## config.mk

```make
export PLATFORM = sky130hd
export DESIGN_NAME = bsf_sequencer
export DESIGN_NICKNAME = d
export VERILOG_FILES = /design/src/bsf_pkg.sv /design/src/bsf_gate_ctl.sv /design/src/bsf_sequencer.sv
export SDC_FILE = /design/constraint.sdc
export NUM_CORES = 1
export LEC_CHECK = 0
export BUFFER_PORTS_ARGS = -buffer_cell sky130_fd_sc_hd__buf_2
export CORE_ASPECT_RATIO = 1.4
export CORE_UTILIZATION = 52
export DETAILED_ROUTE_END_ITERATION = 7
export PLACE_DENSITY_LB_ADDON = 0.25
export SYNTH_ARGS = -nofsm -noshare
export SYNTH_HDL_FRONTEND = slang
export SYNTH_SLANG_ARGS = --single-unit
```

## constraint.sdc

```tcl
create_clock -name i_clk -period 1.7 [get_ports i_clk]
set_input_delay 0.17 -clock i_clk [delete_from_list [all_inputs] [get_ports i_clk]]
set_output_delay 0.17 -clock i_clk [all_outputs]
set_load 0.02 [all_outputs]
```

## src/bsf_pkg.sv

```systemverilog
// Package of constants for the buck start-up and fault sequencer
package bsf_pkg;
   // ****************************************
   // Clock and timing
   // ****************************************
   localparam int CLK_HZ = 10_000_000;
   localparam int SW_FREQ_HZ = 300_000;
   localparam int SW_PERIOD_CYC = CLK_HZ / SW_FREQ_HZ;
   localparam int DET_FREQ_HZ = 60_000;
   localparam int DET_PERIOD_CYC = CLK_HZ / DET_FREQ_HZ;
   localparam int DET_PULSE_NS = 200;
   localparam int DET_PULSE_CYC = (DET_PULSE_NS * (CLK_HZ / 1_000_000)
      + 999) / 1000;
   localparam int DEAD_NS = 100;
   localparam int DEAD_CYC = (DEAD_NS * (CLK_HZ / 1_000_000) + 999) / 1000;
   localparam int CAPTURE_US = 50;
   localparam int CAPTURE_CYC = CAPTURE_US * (CLK_HZ / 1_000_000);
   localparam int SAMPLE_NS = 200;
   localparam int SAMPLE_CYC = (SAMPLE_NS * (CLK_HZ / 1_000_000) + 999)
      / 1000;
   localparam int HICCUP_US = 2_000;
   localparam int HICCUP_CYC = HICCUP_US * (CLK_HZ / 1_000_000);
   localparam int SS_STEP_CYC = 4;

   // ****************************************
   // Levels, codes of the 10-bit converters
   // ****************************************
   localparam int LVL_W = 10;
   localparam logic [9:0] DEFAULT_TRIP = 10'h0_0BC;
   localparam logic [9:0] TRIP_BUILD_MIN = 10'h0_008;
   localparam logic [9:0] REF_CODE = 10'h0_200;
   localparam logic [9:0] UV_CODE = 10'h0_180;

   // ****************************************
   // Sequencer states
   // ****************************************
   typedef enum logic [2:0] {
      BSF_OFF = 3'b000,
      BSF_CAPTURE = 3'b001,
      BSF_DETECT = 3'b010,
      BSF_SOFTSTART = 3'b011,
      BSF_RUN = 3'b100,
      BSF_HICCUP = 3'b101
   } bsf_state_t;
endpackage

```

## src/bsf_gate_ctl.sv

```systemverilog
// Dead-time interlock for the two gate commands
`timescale 1ns/10ps
module bsf_gate_ctl (
   input wire logic i_clk,
   input wire logic i_rst_n,
   input wire logic i_hs_req,
   input wire logic i_ls_req,
   output logic o_high_side_gate,
   output logic o_low_side_gate
);
   logic hs_reg, hs_next, ls_reg, ls_next;
   logic [3:0] dead_reg, dead_next;

   always_comb begin
      hs_next = hs_reg;
      ls_next = ls_reg;
      dead_next = (dead_reg != 4'h0) ? dead_reg - 4'h1 : 4'h0;
      if (!i_hs_req) begin
         hs_next = 1'b0;
      end
      if (!i_ls_req) begin
         ls_next = 1'b0;
      end
      if (hs_reg && !hs_next || ls_reg && !ls_next) begin
         dead_next = 4'(bsf_pkg::DEAD_CYC);
      end
      if (dead_reg == 4'h0 && !hs_reg && !ls_reg && hs_next == 1'b0
          && ls_next == 1'b0) begin
         if (i_hs_req && !i_ls_req) begin
            hs_next = 1'b1;
         end else if (i_ls_req && !i_hs_req) begin
            ls_next = 1'b1;
         end
      end
   end

   always_ff @(posedge i_clk or negedge i_rst_n) begin
      if (!i_rst_n) begin
         hs_reg <= 1'b0;
         ls_reg <= 1'b0;
         dead_reg <= 4'h0;
      end else begin
         hs_reg <= hs_next;
         ls_reg <= ls_next;
         dead_reg <= dead_next;
      end
   end

   assign o_high_side_gate = hs_reg;
   assign o_low_side_gate = ls_reg;
endmodule

```

## src/bsf_sequencer.sv

```systemverilog
// Start-up, enable and fault sequencer of the buck controller
`timescale 1ns/10ps
// Behaviour
// POR rise resets and restarts sequencing
// POR fall stops all switching
// Enable low shuts down, gates low
// Enable return restarts init and soft-start
// Detect pulses 200ns at 60kHz, low off
// Phase above 1V on pulse starts soft-start
// Soft-start ramps target uniformly when enabled
// Ramp past reference hands over to reference
// Drive set current, store trip, stop current
// No voltage built means default trip level
// Sample phase early in low-side interval
// Sample below trip gives overcurrent hiccup
// Feedback under 75% gives undervoltage hiccup
// Dead time, never both gates on
// Fixed internal switching oscillator pacing
// Hiccup waits gates off, reruns soft-start
module bsf_sequencer #(
   parameter int HICCUP_CYC = bsf_pkg::HICCUP_CYC
) (
   input wire logic i_clk,
   input wire logic i_nrst,
   input wire logic i_supply_ok,
   input wire logic i_enable_level,
   input wire logic i_phase_above_1v,
   input wire logic [9:0] i_phase_level,
   input wire logic [9:0] i_gate_pin_level,
   input wire logic [9:0] i_feedback_input,
   input wire logic [9:0] i_duty_cmd,
   output logic o_high_side_gate,
   output logic o_low_side_gate,
   output logic o_threshold_set_current,
   output logic [9:0] o_target,
   output logic [9:0] o_stored_trip_level,
   output logic o_overcurrent_trip,
   output logic o_undervoltage_trip,
   output logic o_softstart_done
);
   // ****************************************
   // Reset release
   // ****************************************
   logic rst_a_reg, rst_n;
   always_ff @(posedge i_clk or negedge i_nrst) begin
      if (!i_nrst) begin
         rst_a_reg <= 1'b0;
         rst_n <= 1'b0;
      end else begin
         rst_a_reg <= 1'b1;
         rst_n <= rst_a_reg;
      end
   end

   // ****************************************
   // Oscillator
   // ****************************************
   logic [5:0] osc_reg, osc_next;
   logic [7:0] det_reg, det_next;
   bsf_pkg::bsf_state_t state_reg, state_next;
   always_comb begin
      osc_next = (osc_reg == 6'(bsf_pkg::SW_PERIOD_CYC - 1)) ? 6'h00
         : osc_reg + 6'h01;
      // Detect pacing restarts on entry so the first pulse is full width
      det_next = (state_reg != bsf_pkg::BSF_DETECT
         || det_reg == 8'(bsf_pkg::DET_PERIOD_CYC - 1)) ? 8'h00
         : det_reg + 8'h01;
   end

   // ****************************************
   // Sequencer
   // ****************************************
   logic [15:0] cnt_reg, cnt_next;
   logic [9:0] trip_reg, trip_next;
   logic [9:0] ss_reg, ss_next;
   logic [9:0] samp_reg, samp_next;
   logic ocp_reg, ocp_next, uvp_reg, uvp_next, done_reg, done_next;
   logic hs_req, ls_req, hs_g, ls_g, go;

   assign go = i_supply_ok && i_enable_level;

   always_comb begin
      state_next = state_reg;
      cnt_next = cnt_reg;
      trip_next = trip_reg;
      ss_next = ss_reg;
      samp_next = samp_reg;
      ocp_next = ocp_reg;
      uvp_next = uvp_reg;
      done_next = done_reg;
      case (state_reg)
         bsf_pkg::BSF_OFF: begin
            cnt_next = 16'h0000;
            ss_next = 10'h000;
            done_next = 1'b0;
            if (go) begin
               state_next = bsf_pkg::BSF_CAPTURE;
            end
         end
         bsf_pkg::BSF_CAPTURE: begin
            cnt_next = cnt_reg + 16'h0001;
            if (cnt_reg == 16'(bsf_pkg::CAPTURE_CYC - 1)) begin
               cnt_next = 16'h0000;
               if (i_gate_pin_level < bsf_pkg::TRIP_BUILD_MIN) begin
                  trip_next = bsf_pkg::DEFAULT_TRIP;
               end else begin
                  trip_next = i_gate_pin_level;
               end
               state_next = bsf_pkg::BSF_DETECT;
            end
         end
         bsf_pkg::BSF_DETECT: begin
            if (hs_g && i_phase_above_1v) begin
               state_next = bsf_pkg::BSF_SOFTSTART;
            end
         end
         bsf_pkg::BSF_SOFTSTART: begin
            cnt_next = cnt_reg + 16'h0001;
            if (cnt_reg == 16'(bsf_pkg::SS_STEP_CYC - 1)) begin
               cnt_next = 16'h0000;
               ss_next = ss_reg + 10'h001;
            end
            if (ss_reg > bsf_pkg::REF_CODE) begin
               state_next = bsf_pkg::BSF_RUN;
               done_next = 1'b1;
               cnt_next = 16'h0000;
            end
         end
         bsf_pkg::BSF_RUN: begin
            // Count from low-side turn-on, so the sample lands early in it
            cnt_next = ls_g ? cnt_reg + 16'h0001 : 16'h0000;
            if (ls_g && cnt_reg == 16'(bsf_pkg::SAMPLE_CYC)) begin
               samp_next = i_phase_level;
               if (i_phase_level < trip_reg) begin
                  ocp_next = 1'b1;
               end
            end
            if (i_feedback_input < bsf_pkg::UV_CODE) begin
               uvp_next = 1'b1;
            end
            if (ocp_next || uvp_next) begin
               state_next = bsf_pkg::BSF_HICCUP;
               cnt_next = 16'h0000;
               done_next = 1'b0;
            end
         end
         bsf_pkg::BSF_HICCUP: begin
            cnt_next = cnt_reg + 16'h0001;
            if (cnt_reg == 16'(HICCUP_CYC - 1)) begin
               cnt_next = 16'h0000;
               ss_next = 10'h000;
               ocp_next = 1'b0;
               uvp_next = 1'b0;
               state_next = bsf_pkg::BSF_SOFTSTART;
            end
         end
         default: state_next = bsf_pkg::BSF_OFF;
      endcase
      if (!go) begin
         state_next = bsf_pkg::BSF_OFF;
         ocp_next = 1'b0;
         uvp_next = 1'b0;
      end
   end

   always_ff @(posedge i_clk or negedge rst_n) begin
      if (!rst_n) begin
         state_reg <= bsf_pkg::BSF_OFF;
         cnt_reg <= 16'h0000;
         trip_reg <= bsf_pkg::DEFAULT_TRIP;
         ss_reg <= 10'h000;
         samp_reg <= 10'h000;
         ocp_reg <= 1'b0;
         uvp_reg <= 1'b0;
         done_reg <= 1'b0;
         osc_reg <= 6'h00;
         det_reg <= 8'h00;
      end else begin
         state_reg <= state_next;
         cnt_reg <= cnt_next;
         trip_reg <= trip_next;
         ss_reg <= ss_next;
         samp_reg <= samp_next;
         ocp_reg <= ocp_next;
         uvp_reg <= uvp_next;
         done_reg <= done_next;
         osc_reg <= osc_next;
         det_reg <= det_next;
      end
   end

   // ****************************************
   // Gate requests
   // ****************************************
   logic [9:0] duty_lim;
   always_comb begin
      hs_req = 1'b0;
      ls_req = 1'b0;
      duty_lim = (state_reg == bsf_pkg::BSF_SOFTSTART
         && i_duty_cmd > ss_reg) ? ss_reg : i_duty_cmd;
      case (state_reg)
         bsf_pkg::BSF_DETECT: begin
            hs_req = (det_reg < 8'(bsf_pkg::DET_PULSE_CYC));
         end
         bsf_pkg::BSF_SOFTSTART, bsf_pkg::BSF_RUN: begin
            hs_req = ({4'h0, osc_reg} < duty_lim[9:4]
               && duty_lim[9:4] != 6'h00);
            ls_req = !hs_req;
         end
         default: begin
            hs_req = 1'b0;
            ls_req = 1'b0;
         end
      endcase
   end

   bsf_gate_ctl u_gate (
      .i_clk(i_clk),
      .i_rst_n(rst_n),
      .i_hs_req(hs_req),
      .i_ls_req(ls_req),
      .o_high_side_gate(hs_g),
      .o_low_side_gate(ls_g)
   );

   assign o_high_side_gate = hs_g;
   assign o_low_side_gate = ls_g;
   assign o_threshold_set_current = (state_reg == bsf_pkg::BSF_CAPTURE);
   assign o_target = done_reg ? bsf_pkg::REF_CODE : ss_reg;
   assign o_stored_trip_level = trip_reg;
   assign o_overcurrent_trip = ocp_reg;
   assign o_undervoltage_trip = uvp_reg;
   assign o_softstart_done = done_reg;
endmodule

```

Yosys cells after proc, flatten, opt, wreduce, memory -nomap -nowiden
Cells that the tools add are included.
{ "op_classes": {"reduce_logical": 36, "magnitude_cmp": 7, "mux": 46, "eq_ne": 22, "addsub": 5, "bitwise_logic": 2} }
{ "ops": {"columns": ["op", "count"], "rows": [
  ["$mux W16", 6],
  ["$pmux W16 S5", 1],
  ["$mux W10", 5],
  ["$eq A16 B2 Y1 const B", 2],
  ["$pmux W10 S3", 1],
  ["$mux W1", 18],
  ["$mux W3", 6],
  ["$pmux W3 S6", 1],
  ["$add A16 B1 Y16 const B", 1],
  ["$eq A16 B15 Y1 const B", 1],
  ["$eq A16 B9 Y1 const B", 1],
  ["$logic_and A1 B1 Y1", 13],
  ["$ne A3 B3 Y1 const B", 4],
  ["$add A10 B1 Y10 const B", 1],
  ["$gt A10 B10 Y1", 1],
  ["$gt A10 B10 Y1 const B", 1],
  ["$lt A10 B10 Y1", 1],
  ["$lt A10 B4 Y1 const B", 1],
  ["$lt A10 B9 Y1 const B", 1],
  ["$add A8 B1 Y8 const B", 1],
  ["$eq A8 B8 Y1 const B", 1],
  ["$lt A8 B2 Y1 const B", 1],
  ["$mux W4", 2],
  ["$mux W8", 1],
  ["other kinds (26)", 46]
]} }
{ "word_totals": {"wordCells": 132, "output_inout_bits": 26, "register_bits": 64} }

Logic depth before layout (Yosys ltp)
Gate-level depths: netlist of the first run.
{ "depth": {"depth_word": 12, "ltp_mapped": 15, "ltp_nobuf": 15} }

By module
From an unflattened synthesis of the first run, not the netlist that was laid out.
{ "unflattened": {"cells_unflattened": 492, "area_unflattened_um2": 4182.8} }
{ "modules_own_cells": {"columns": ["module", "area_each_um2", "cells_per_inst", "seq_area_each_um2", "n_inst"], "rows": [
  ["bsf_sequencer", 3913.8, 467, 1457.6, 1],
  ["bsf_gate_ctl", 269.0, 25, 150.1, 1]
]} }

Worst setup path after synthesis of the first run
OpenSTA, ideal clock, no wires.
{ "synth_path": {"kind": "register -> register", "startpoint": "reg ss_reg[7]", "endpoint": "reg u_gate.dead_reg[0]", "required_time_ns": 1.622, "path_stages_with_launch": 15, "path_slack_ns": -1.712, "setup_time_ns": 0.078, "t_arrival_ns": 3.334, "cell_sequence": "dfrtp_1 > inv_1 > ha_1 > and4_1 > o211a_1 > a2111oi_4 > nor2_1 > mux2i_1 > ha_1 > a21o_1 > a21o_1 > a211oi_1 > o31ai_2 > a211oi_2 > o21bai_1"} }
{ "synth_via": {"elab_chain_cells": 12, "word_cells_on_any_way": 17, "cone_classes": "order compare: 2; mux: 6; reduce/logical: 9"} }
{ "synth_rtl": {"columns": ["item", "line", "source"], "rows": [
  ["from (decl)", "bsf_sequencer.sv:75", "logic [9:0] ss_reg, ss_next;"],
  ["from (signal assigned)", "bsf_sequencer.sv:182", "ss_reg <= ss_next;"],
  ["$gt A10 B10 Y1", "bsf_sequencer.sv:200", "&& i_duty_cmd > ss_reg) ? ss_reg : i_duty_cmd;"],
  ["$logic_and A1 B1 Y1", "bsf_sequencer.sv:200", null],
  ["$mux W10 *", "bsf_sequencer.sv:200", null],
  ["$lt A6 B6 Y1 or $reduce_bool A6 Y1 (tied branches)", "bsf_sequencer.sv:206, bsf_sequencer.sv:207", null],
  ["$logic_and A1 B1 Y1 *", "bsf_sequencer.sv:207", "&& duty_lim[9:4] != 6'h00);"],
  ["$logic_not A1 Y1", "bsf_sequencer.sv:208", "ls_req = !hs_req;"],
  ["$mux W1", "bsf_sequencer.sv:201", "case (state_reg)"],
  ["$mux W1", "bsf_gate_ctl.sv:21", "if (!i_ls_req) begin"],
  ["$logic_not A1 Y1", "bsf_gate_ctl.sv:24", "if (hs_reg && !hs_next || ls_reg && !ls_next) begin"],
  ["$logic_and A1 B1 Y1", "bsf_gate_ctl.sv:24", null],
  ["$logic_or A1 B1 Y1 *", "bsf_gate_ctl.sv:24", null],
  ["$mux W4 *", "bsf_gate_ctl.sv:24", null],
  ["named net u_gate.dead_next[0]", "bsf_gate_ctl.sv:12", "logic [3:0] dead_reg, dead_next;"],
  ["to (signal assigned)", "bsf_gate_ctl.sv:45", "dead_reg <= dead_next;"],
  ["to (decl)", "bsf_gate_ctl.sv:12", null]
]} }
Mark *: on every way through the listed nets, which the timed path passes. The rest lies on a longest branch.
A chain may end at the register's enable or synchronous reset.

Final worst setup path of the first run
{ "layout_path": {"startpoint": "reg ss_reg[8]", "endpoint": "reg u_gate.dead_reg[0]"} }
The elaborated chain is that of the path after synthesis.

==> results of run 1 <==
[through the flow]
step	hold slack, ns	area (µm²)	setup WS, ns
after floorplan	-0.126	4460	-1.42
after global placement	-0.0446	5690	-1.44
after detailed placement	-0.0400	5690	-1.61
after CTS	0.0452	6290	-1.56
after global routing	0.0515	6590	-1.77
final	0.0486	6590	-1.64
[logic make-up (layout without fill, tap and decap cells)]
family	Yosys count	in the layout	synth area share [%]
simple gates	200	200	23.5
compound gates	122	122	19.9
flops	64	64	37.5
buf+inv	52	259	5.19
fa+ha+maj	33	33	9.62
xor+xnor	14	14	2.86
mux	6	6	1.40
other cells	1	1	0.0874
[worst max path at each step]
stage	start	endpoint	depth (start not counted)
floorplan	ss_reg[7]$_DFFE_PN0P_	u_gate.dead_reg[1]$_DFF_PN0_	15
global placement	ss_reg[3]$_DFFE_PN0P_	u_gate.dead_reg[1]$_DFF_PN0_	15
detailed placement	ss_reg[3]$_DFFE_PN0P_	u_gate.dead_reg[0]$_DFF_PN0_	14
CTS	ss_reg[7]$_DFFE_PN0P_	u_gate.dead_reg[0]$_DFF_PN0_	15
global route	ss_reg[7]$_DFFE_PN0P_	u_gate.dead_reg[0]$_DFF_PN0_	15
finish	ss_reg[8]$_DFFE_PN0P_	u_gate.dead_reg[0]$_DFF_PN0_	15
[cells in the final DEF, fill, tap and decap left out, drive strengths merged, types with 9 or more instances in the layout]
master / netlist / routed
dfrtp: 59 / 59
nor2: 59 / 59
and3: 9 / 9
nor3: 15 / 15
o21ai: 40 / 40
clkbuf: 4 / 15
a21oi: 25 / 25
buf: 8 / 200
ha: 33 / 33
inv: 40 / 40
nand3: 20 / 20
nand2: 45 / 45
nand4: 11 / 11
[layout make-up]
class	count	area share, %
inverters	40	2.28
flip-flops and latches	64	24.4
clock inverters	3	0.228
repair buffers	203	23.7
well taps	100	1.90
multi-input cells	376	44.9
clock buffers	13	2.56
[power by group through the flow]
| stage | clock (mW) | combinational (mW) | sequential [mW] |
|---|---|---|---|
| finish | 1.25 | 1.07 | 1.69 |
| global route | 1.34 | 1.15 | 1.70 |
| CTS | 1.24 | 0.929 | 1.68 |
| detailed placement | 0 | 0.851 | 1.70 |
| global placement | 0 | 0.804 | 1.69 |
| floorplan | 0 | 0.471 | 1.73 |
[worst min-delay path, cell delays in order]
cell	delay (ns)
buf_2	0.10
o21ai_2	0.06
o21ai_2	0.05
[layer usage]
| layer | track usage (%) | wire length, µm | vias up |
|---|---|---|---|
| met3 | 6.97 | 1100 | 143 |
| met2 | 63.3 | 8390 | 321 |
| li1 | - | - | 2167 |
| met1 | 32.8 | 5490 | 2392 |
| met5 | 0 | 0 | - |
| met4 | 19.0 | 1420 | 0 |
[timing repair]
| action | in CTS | in global routing |
|---|---|---|
| setup buffers | 17 | 10 |
| hold buffers | 1 | 0 |
| hold endpoints to repair | 2 | 0 |
| resized for setup | 48 | 54 |
| setup endpoints to repair | 55 | 49 |
| pin swaps | 22 | 37 |
| gates cloned | 3 | 3 |
==> impl_metrics.tcl, run 1 <==
set metrics [dict create \
    timing.rr.start "ss_reg[8]$_DFFE_PN0P_" \
    worstHoldPathCells 3 \
    io_pins 71 \
    r2r_cells 15 \
    synth_cell_types 67 \
    fp.dieW_um 78.8 \
    critPathRequiredTime_ns 1.98 \
    crit_slowest_cell "a2111oi_4" \
    vdd_drop_max_uv 820 \
    fin_util_pct 83.5 \
    h-tree-depth 3 \
    dp_hpwl_um 9050 \
    ys_seq_elements 64 \
    num_rows 38 \
    syn_area_per_cell_um2 8.72 \
    wire_per_inst_um 20.5 \
    crit_type "reg -> reg" \
    hold_end "o_stored_trip_level[4]$_DFFE_PN1P_" \
    hold_class "in -> reg" \
    firstDrtPassIters 5 \
    largest_register_ffs 16 \
    grt_max_degree 35 \
    critPathTopFamily "compound AO/OA/AOI/OAI gates" \
    synth.area.top_cells "dfrtp_1, ha_1, nor2_1" \
    worstReg2RegEnd "u_gate.dead_reg[0]$_DFF_PN0_" \
    worstMarginPinSlew_ns 0.772 \
    viasPerCell 6.29 \
    globalplace.congestion 0.921 \
    outcome "finished with violations" \
    yosysTopAreaCell "dfrtp_1" \
    nNetsFinal 772 \
    grt_pass1_vias 4863 \
    critPathMaxStageDelay_ns 0.40 \
    setup_slack_ns -1.64 \
    min_from "i_gate_pin_level[4]" \
    instances_no_fill 799 \
    multi_input_area_mm2 0.00296 \
    cp-start-kind "flip-flop" \
    antenna_found_initial 0 \
    grt_pass1_wl_um 21900 \
    power.leakage_nw 3.16 \
    post-route-period-util_pct 197 \
    synthesis.area_mm2 0.00429 \
    antenna_cells 0 \
    seqPwrFrac_pct 42.1 \
    yosysWarnings 0 \
    syn_inst 492 \
    cp-end-kind "flip-flop" \
    port-buffer-count 63 \
    cts_buffer_depth 2 \
    drt_iter0_drc 390 \
    p_switching_mw 1.28 \
    place_inst 754 \
    synth_top_area_share_pct 34.4 \
    numCtsBuffers 9 \
    start_util_pct 54.4 \
    drive_above_1_share_pct 46.8 \
    synth_ff_type "dfrtp_1" \
    pwr-share-clk_pct 31.2 \
    hold_viol_final 0 \
    synth-edff-count 0 \
    p_per_area_mw_per_mm2 609 \
    clk_pin_slew_worst_paths_ns 0.07 \
    clock_latency_ns 0.36 \
    drt-total-wl_um 16400 \
    drcViolationCount 0 \
    finalPower_mw 4.01 \
    cts_tree "yes" \
    final.min_clock_period_ns 3.34 \
    setup_viol 47 \
    finClkSkew_ns 0.00774 \
    grt_setup_unrepaired "yes" \
    cts_sinks 64 \
    combPwrFrac_pct 26.7 \
    max_freq_mhz 299 \
    regArea_mm2 0.00161 \
    nFillCells 400 \
    route.antenna.remaining_nets 0 \
    core_mm2 0.00789 \
    p_int_mw 2.73 \
    synthesis.nets 570 \
    cp_data_arrival_time_ns 3.62 \
    syn2layout_area_growth_pct 53.5 \
    violations "negative setup slack" \
    worstPathMaxFanout 5 \
    cap_viol_max_count 0 \
    grt_use_total_pct 33.2 \
    synthTopCellsByCount "dfrtp_1, nor2_1, nand2_1" \
    die_height_um 109 \
    route.vias.total 5023 \
    path_cells "inv_1 > ha_1 > o21ai_1 > nor2_2 > a2111oi_4 > nor2_4 > mux2i_1 > ha_1 > nand4_1 > nor2_2 > a21oi_1 > o21a_1 > o311a_1 > a211oi_2 > o21bai_1" \
    grt.overflow.total 0 \
    ys_async_sr_fraction_pct 100 \
    finalSetupTns_ns -31.35 \
    r2r_setup_slack_ns -1.64 \
    crit_buf_inv 1 \
    p_sw_share_pct 31.9 \
    clock-root-buffer "clkbuf_8" \
    yosysSeqAreaShare_pct 37.5 \
    slew_headroom_pct 47.9 \
    dieArea_mm2 0.00863 \
    slew_violations 0 \
]
Power figures use the tool's default switching activity.
==> run 2, diff against run 1 <==
- REMOVE_ABC_BUFFERS: not set -> 1
==> run 2 against run 1 <==
Net effect: the run still ends with negative setup slack left; critical path depth rose by 1; total power rose by 9.9%; sequential power barely moved; maximum frequency fell by 11%; final cell count rose by 1.6%; critical path type unchanged; critical endpoint unchanged; largest power group unchanged; highest routed layer unchanged.
==> impl_metrics.tcl, run 2 (synthesis results as in run 1) <==
set metrics [dict create \
    gr-usage-met3_pct 8.80 \
    wire_per_inst_um 21.8 \
    numCtsBuffers 9 \
    drive_above_1_share_pct 47.2 \
    cap_viol_max_count 0 \
    finalPower_mw 4.41 \
    core_mm2 0.00789 \
    slew_headroom_pct 61.9 \
    cts_buffer_depth 2 \
    cp-start-kind "flip-flop" \
    clk_pin_slew_worst_paths_ns 0.09 \
    dp_hpwl_um 9730 \
    grt_use_total_pct 37.6 \
    final.min_clock_period_ns 3.75 \
    firstDrtPassIters 5 \
    critPathTopFamily "compound AO/OA/AOI/OAI gates" \
    instances_no_fill 812 \
    finClkSkew_ns 0.0133 \
    critPathRequiredTime_ns 1.99 \
    grt.overflow.total 0 \
    hold_class "in -> reg" \
    outcome "finished with violations" \
    globalplace.congestion 0.934 \
    start_util_pct 54.4 \
    final_common_cell "buf_4" \
    cp-end-kind "flip-flop" \
    crit_slowest_cell "a2111oi_4" \
    antenna_found_initial 0 \
    num_rows 38 \
    grt_pass1_vias 5100 \
    port-buffer-count 63 \
    h-tree-depth 3 \
    use_met2_pct 68.7 \
    clock-root-buffer "clkbuf_8" \
    drt_iter0_drc 501 \
    grt_setup_unrepaired "yes" \
    fp.dieW_um 78.8 \
    syn2layout_area_growth_pct 55.2 \
    vdd_drop_max_uv 794 \
    route.vias.total 5175 \
    p_per_area_mw_per_mm2 662 \
    route.antenna.remaining_nets 0 \
    power.leakage_nw 3.22 \
    drcViolationCount 0 \
    max_freq_mhz 267 \
    setup_viol 47 \
    design_area_mm2 0.00666 \
    worstPathMaxFanout 4 \
    dpl_worst_slack_ns -1.83 \
    slew_violations 0 \
    top_usage_layer "met2" \
    cts_sinks 64 \
    die_height_um 109 \
    dieArea_mm2 0.00863 \
    gr-usage-met1_pct 36.0 \
    clock_latency_ns 0.37 \
    crit_type "reg -> reg" \
    hold_viol_final 0 \
    place_inst 764 \
    grt_max_degree 43 \
    path_cells "inv_2 > ha_1 > and4_4 > buf_4 > a2111oi_4 > nor2_4 > buf_6 > mux2i_1 > ha_1 > nand4_1 > nor2_4 > a21oi_2 > o21a_1 > o311a_1 > a211oi_4 > o21bai_1" \
    setup_slack_ns -2.05 \
    drt-total-wl_um 17700 \
    violations "negative setup slack" \
    critPathMaxStageDelay_ns 0.40 \
    crit_buf_inv 3 \
    cp_data_arrival_time_ns 4.04 \
    antenna_cells 0 \
    io_pins 71 \
    viasPerCell 6.37 \
    grt_pass1_wl_um 24300 \
    final_cell_mix "buf_4, buf_2, dfrtp_1, nor2_1, nand2_1" \
    post-route-period-util_pct 221 \
    finalSetupTns_ns -32.60 \
    cts_tree "yes" \
    largest_register_ffs 16 \
    place_area_mm2 0.00558 \
    nNetsFinal 785 \
    worstMarginPinSlew_ns 0.567 \
]
[run 2: cell types whose count changed in the layout (fill, tap and decap cells not counted), sizes merged]
cell and delta:
bufinv +2, clkinvlp +2, buf +15, clkbuf -4, clkinv -2
[run 2: path summary, 6_finish.rpt]
path,start,to,slack (ns),depth (start not counted)
hold reg to reg,rst_n$_DFF_PN0_,o_stored_trip_level[0]$_DFFE_PN0P_,0.08,0
hold / removal,i_gate_pin_level[6],o_stored_trip_level[6]$_DFFE_PN0P_,0.04,3
setup / recovery,ss_reg[8]$_DFFE_PN0P_,u_gate.dead_reg[0]$_DFF_PN0_,-2.05,16
max in group asynchronous,rst_n$_DFF_PN0_,o_stored_trip_level[4]$_DFFE_PN1P_,1.11,1
setup reg to reg,ss_reg[8]$_DFFE_PN0P_,u_gate.dead_reg[0]$_DFF_PN0_,-2.05,16
min in group asynchronous,rst_n$_DFF_PN0_,o_stored_trip_level[0]$_DFFE_PN0P_,0.08,0
[run 2: area by class of cell]
type	count	area [µm²]
Multi-Input combinational cell	376	2970
Sequential cell	64	1610
Timing Repair Buffer	216	1590
Fill cell	416	1230
Inverter	40	150
Clock buffer	11	141
Tap cell	100	125
Clock inverter	5	80.1
[run 2: routing by layer]
| layer | part of all wire [%] | wire length, µm |
|---|---|---|
| met5 | 0 | 0 |
| met4 | 9.2 | 1630 |
| met3 | 7.9 | 1400 |
| met2 | 50 | 8870 |
| met1 | 33 | 5830 |
[run 2: power breakdown]
| part | total (mW) | internal, mW | switching (mW) |
|---|---|---|---|
| clock | 1.54 | 0.864 | 0.680 |
| combinational | 1.18 | 0.543 | 0.635 |
| sequential | 1.69 | 1.61 | 0.0793 |
[run 2: timing repair]
item / CTS / global route
hold buffers: 1 / 0
endpoints found under the hold margin: 2 / 0
setup endpoints to repair: 55 / 50
resized for setup: 112 / 55
pin swaps: 68 / 36
gates cloned: 4 / 0
setup buffers: 15 / 19
[run 2: metrics by stage]
step           hold slack [ns]  utilization, %
3_5_place_dp           -0.0411            70.7
3_3_place_gp           -0.0446            70.7
6_report                0.0369            84.4
4_1_cts                 0.0380            80.4
5_1_grt                 0.0458            84.4
2_1_floorplan           -0.126               -
[run 2: worst reg2reg max path, delay by kind of cell, from the launching register on]
kind            cells  cell delay (ns)
buf+inv             3             0.35
fa+ha+maj           2             0.60
simple gates        4             0.69
compound gates      6             1.53
mux                 1             0.13
flops               1             0.39
==> run 3, diff against run 2 <==
- GPL_TIMING_DRIVEN: not set -> 0
==> run 3 against run 2 <==
Net effect: the flow still finishes with violations (negative setup slack); first-iteration DRC count fell by 39%; setup slack improved by 0.29 ns; non-clock buffer count decreased by 97; register-to-register slack better by 0.29 ns; count of clock-buffer cells in the layout rose by 2; total power down 13%; clock power decreased by 21%; worst hold slack improved by 0.012 ns; sequential share of layout area up 3.0 points; via count fell by 14%.
==> impl_metrics.tcl, run 3 (synthesis results as in run 1) <==
set metrics [dict create \
    io_pins 71 \
    min_from "i_gate_pin_level[6]" \
    largest_register_ffs 16 \
    final.min_clock_period_ns 3.46 \
    clock-root-buffer "clkbuf_8" \
    place_inst 645 \
    grt_max_degree 41 \
    grt_use_total_pct 30.9 \
    post-route-period-util_pct 203 \
    p_switching_mw 1.23 \
    seqPwrFrac_pct 45.1 \
    p_per_area_mw_per_mm2 643 \
    firstDrtPassIters 5 \
    p_sw_share_pct 32.0 \
    pwr-share-clk_pct 31.6 \
    cp-start-kind "flip-flop" \
    worstMarginPinSlew_ns 1.32 \
    drt-total-wl_um 13700 \
    die_height_um 109 \
    slew_headroom_pct 11.2 \
    core_mm2 0.00789 \
    globalplace.congestion 0.891 \
    num_rows 38 \
    hold_viol_final 0 \
    grt_pass1_wl_um 20200 \
    syn2layout_area_growth_pct 39.1 \
    antenna_found_initial 0 \
    worstPathMaxFanout 5 \
    h-tree-depth 3 \
    critPathLaunch "ss_reg[1]$_DFFE_PN0P_" \
    dpl_worst_slack_ns -2.42 \
    finalSetupTns_ns -32.85 \
    place_area_mm2 0.00471 \
    dieArea_mm2 0.00863 \
    cp-end-kind "flip-flop" \
    setup_viol 47 \
    worstReg2RegEnd "u_gate.dead_reg[1]$_DFF_PN0_" \
    r2r_cells 15 \
    regArea_mm2 0.00162 \
    violations "negative setup slack" \
    combPwrFrac_pct 23.3 \
    nNetsFinal 692 \
    multi_input_area_mm2 0.00300 \
    cts_buffer_depth 2 \
    port-buffer-count 63 \
    numCtsBuffers 9 \
    grt_setup_unrepaired "yes" \
    crit_type "reg -> reg" \
    wire_per_inst_um 19.0 \
    final_common_cell "buf_2" \
    clock_latency_ns 0.36 \
    route.antenna.remaining_nets 0 \
    clk_pin_slew_worst_paths_ns 0.07 \
    timing.rr.start "ss_reg[1]$_DFFE_PN0P_" \
    finClkSkew_ns 0.00834 \
    vdd_drop_max_uv 526 \
    critPathMaxStageDelay_ns 0.42 \
    cp_data_arrival_time_ns 3.68 \
    nFillCells 537 \
    grt_pass1_vias 4284 \
    r2r_setup_slack_ns -1.76 \
    hold_class "in -> reg" \
    critPathRequiredTime_ns 1.92 \
    design_area_mm2 0.00597 \
    grt.overflow.total 0 \
    cts_sinks 64 \
    cts_tree "yes" \
    drive_above_1_share_pct 39.7 \
    dp_hpwl_um 7670 \
    p_int_mw 2.61 \
    hold_end "o_stored_trip_level[6]$_DFFE_PN0P_" \
    drcViolationCount 0 \
    antenna_cells 0 \
    fp.dieW_um 78.8 \
    instances_no_fill 719 \
    final_cell_mix "buf_2, nor2_1, dfrtp_1, nand2_1, buf_4" \
    slew_violations 0 \
    crit_slowest_cell "dfrtp_2" \
    cap_viol_max_count 0 \
    viasPerCell 6.16 \
    path_cells "inv_2 > ha_4 > nor2b_4 > o211a_4 > a2111oi_4 > nor2_4 > mux2i_1 > ha_1 > nand4_1 > nor2_2 > buf_4 > nor4_4 > o311a_1 > a211oi_4 > nor3_1" \
    worstHoldPathCells 3 \
    power.leakage_nw 2.71 \
    route.vias.total 4431 \
    drt_iter0_drc 304 \
    outcome "finished with violations" \
    max_freq_mhz 289 \
    setup_slack_ns -1.76 \
    start_util_pct 54.4 \
]
## run 3: changes by cell type in the layout (fill, tap and decap cells not counted), sizes merged
cell | before | now
nor3 | 15 | 16
clkinv | 1 | 2
clkinvlp | 2 | 1
o21ai | 40 | 43
clkbuf | 11 | 14
bufinv | 2 | 0
buf | 215 | 117
## run 3: worst max path at each step
stage                     slack, ns                           endpoint  depth (start not counted)
after global placement        -2.32       u_gate.dead_reg[0]$_DFF_PN0_                         14
after detailed placement      -2.42       u_gate.dead_reg[1]$_DFF_PN0_                         14
final                         -1.76       u_gate.dead_reg[1]$_DFF_PN0_                         15
after CTS                     -1.75       u_gate.dead_reg[1]$_DFF_PN0_                         15
after floorplan               -1.71       u_gate.dead_reg[0]$_DFF_PN0_                         14
after global routing          -1.90  u_gate.o_high_side_gate$_DFF_PN0_                         17
## run 3: cell type report
cell class | count | share of cell area [%]
clock buffers | 13 | 2.66
well taps | 100 | 2.10
inverters | 40 | 2.51
multi-input cells | 380 | 50.3
clock inverters | 3 | 0.293
flip-flops and latches | 64 | 27.1
repair buffers | 119 | 15.0
## run 3: what timing repair did
action,in CTS,in global routing
gates cloned,7,1
buffers inserted,38,14
endpoints found under the setup margin,57,57
endpoints found under the hold margin,2,0
pin swaps,41,54
hold buffers,1,0
gates resized for setup,76,69
## run 3: layer usage
layer  GRT usage (%)  share of wire [%]  vias to the layer above
met4            19.0                5.3                        0
met5               0                  0                        -
met2            56.1                 54                      174
met1            32.9                 36                     2149
li1                -                  -                     2034
met3            5.64                4.7                       74
## run 3: worst max-delay path: cells and delay by family, from the launching register on
kind            cells  cell delay (ns)
simple gates        6             0.71
mux                 1             0.15
compound gates      4             1.26
fa+ha+maj           2             0.51
buf+inv             2             0.26
flops               1             0.42
## run 3: power by group through the flow
stage	Clock [mW]	Sequential [mW]	Combinational, mW
after floorplan	0	1.74	0.414
after global placement	0	1.76	0.547
after detailed placement	0	1.75	0.610
after CTS	1.22	1.72	0.754
after global routing	1.30	1.75	0.964
final	1.21	1.73	0.894
## run 3: through the flow
stage	hold slack, ns	util (%)	total power [mW]
4_1_cts	0.0453	70.8	3.69
2_1_floorplan	-0.126	-	2.15
5_1_grt	0.0392	75.6	4.01
3_5_place_dp	-0.0416	59.7	2.36
3_3_place_gp	-0.0442	59.0	2.31
6_report	0.0484	75.6	3.84
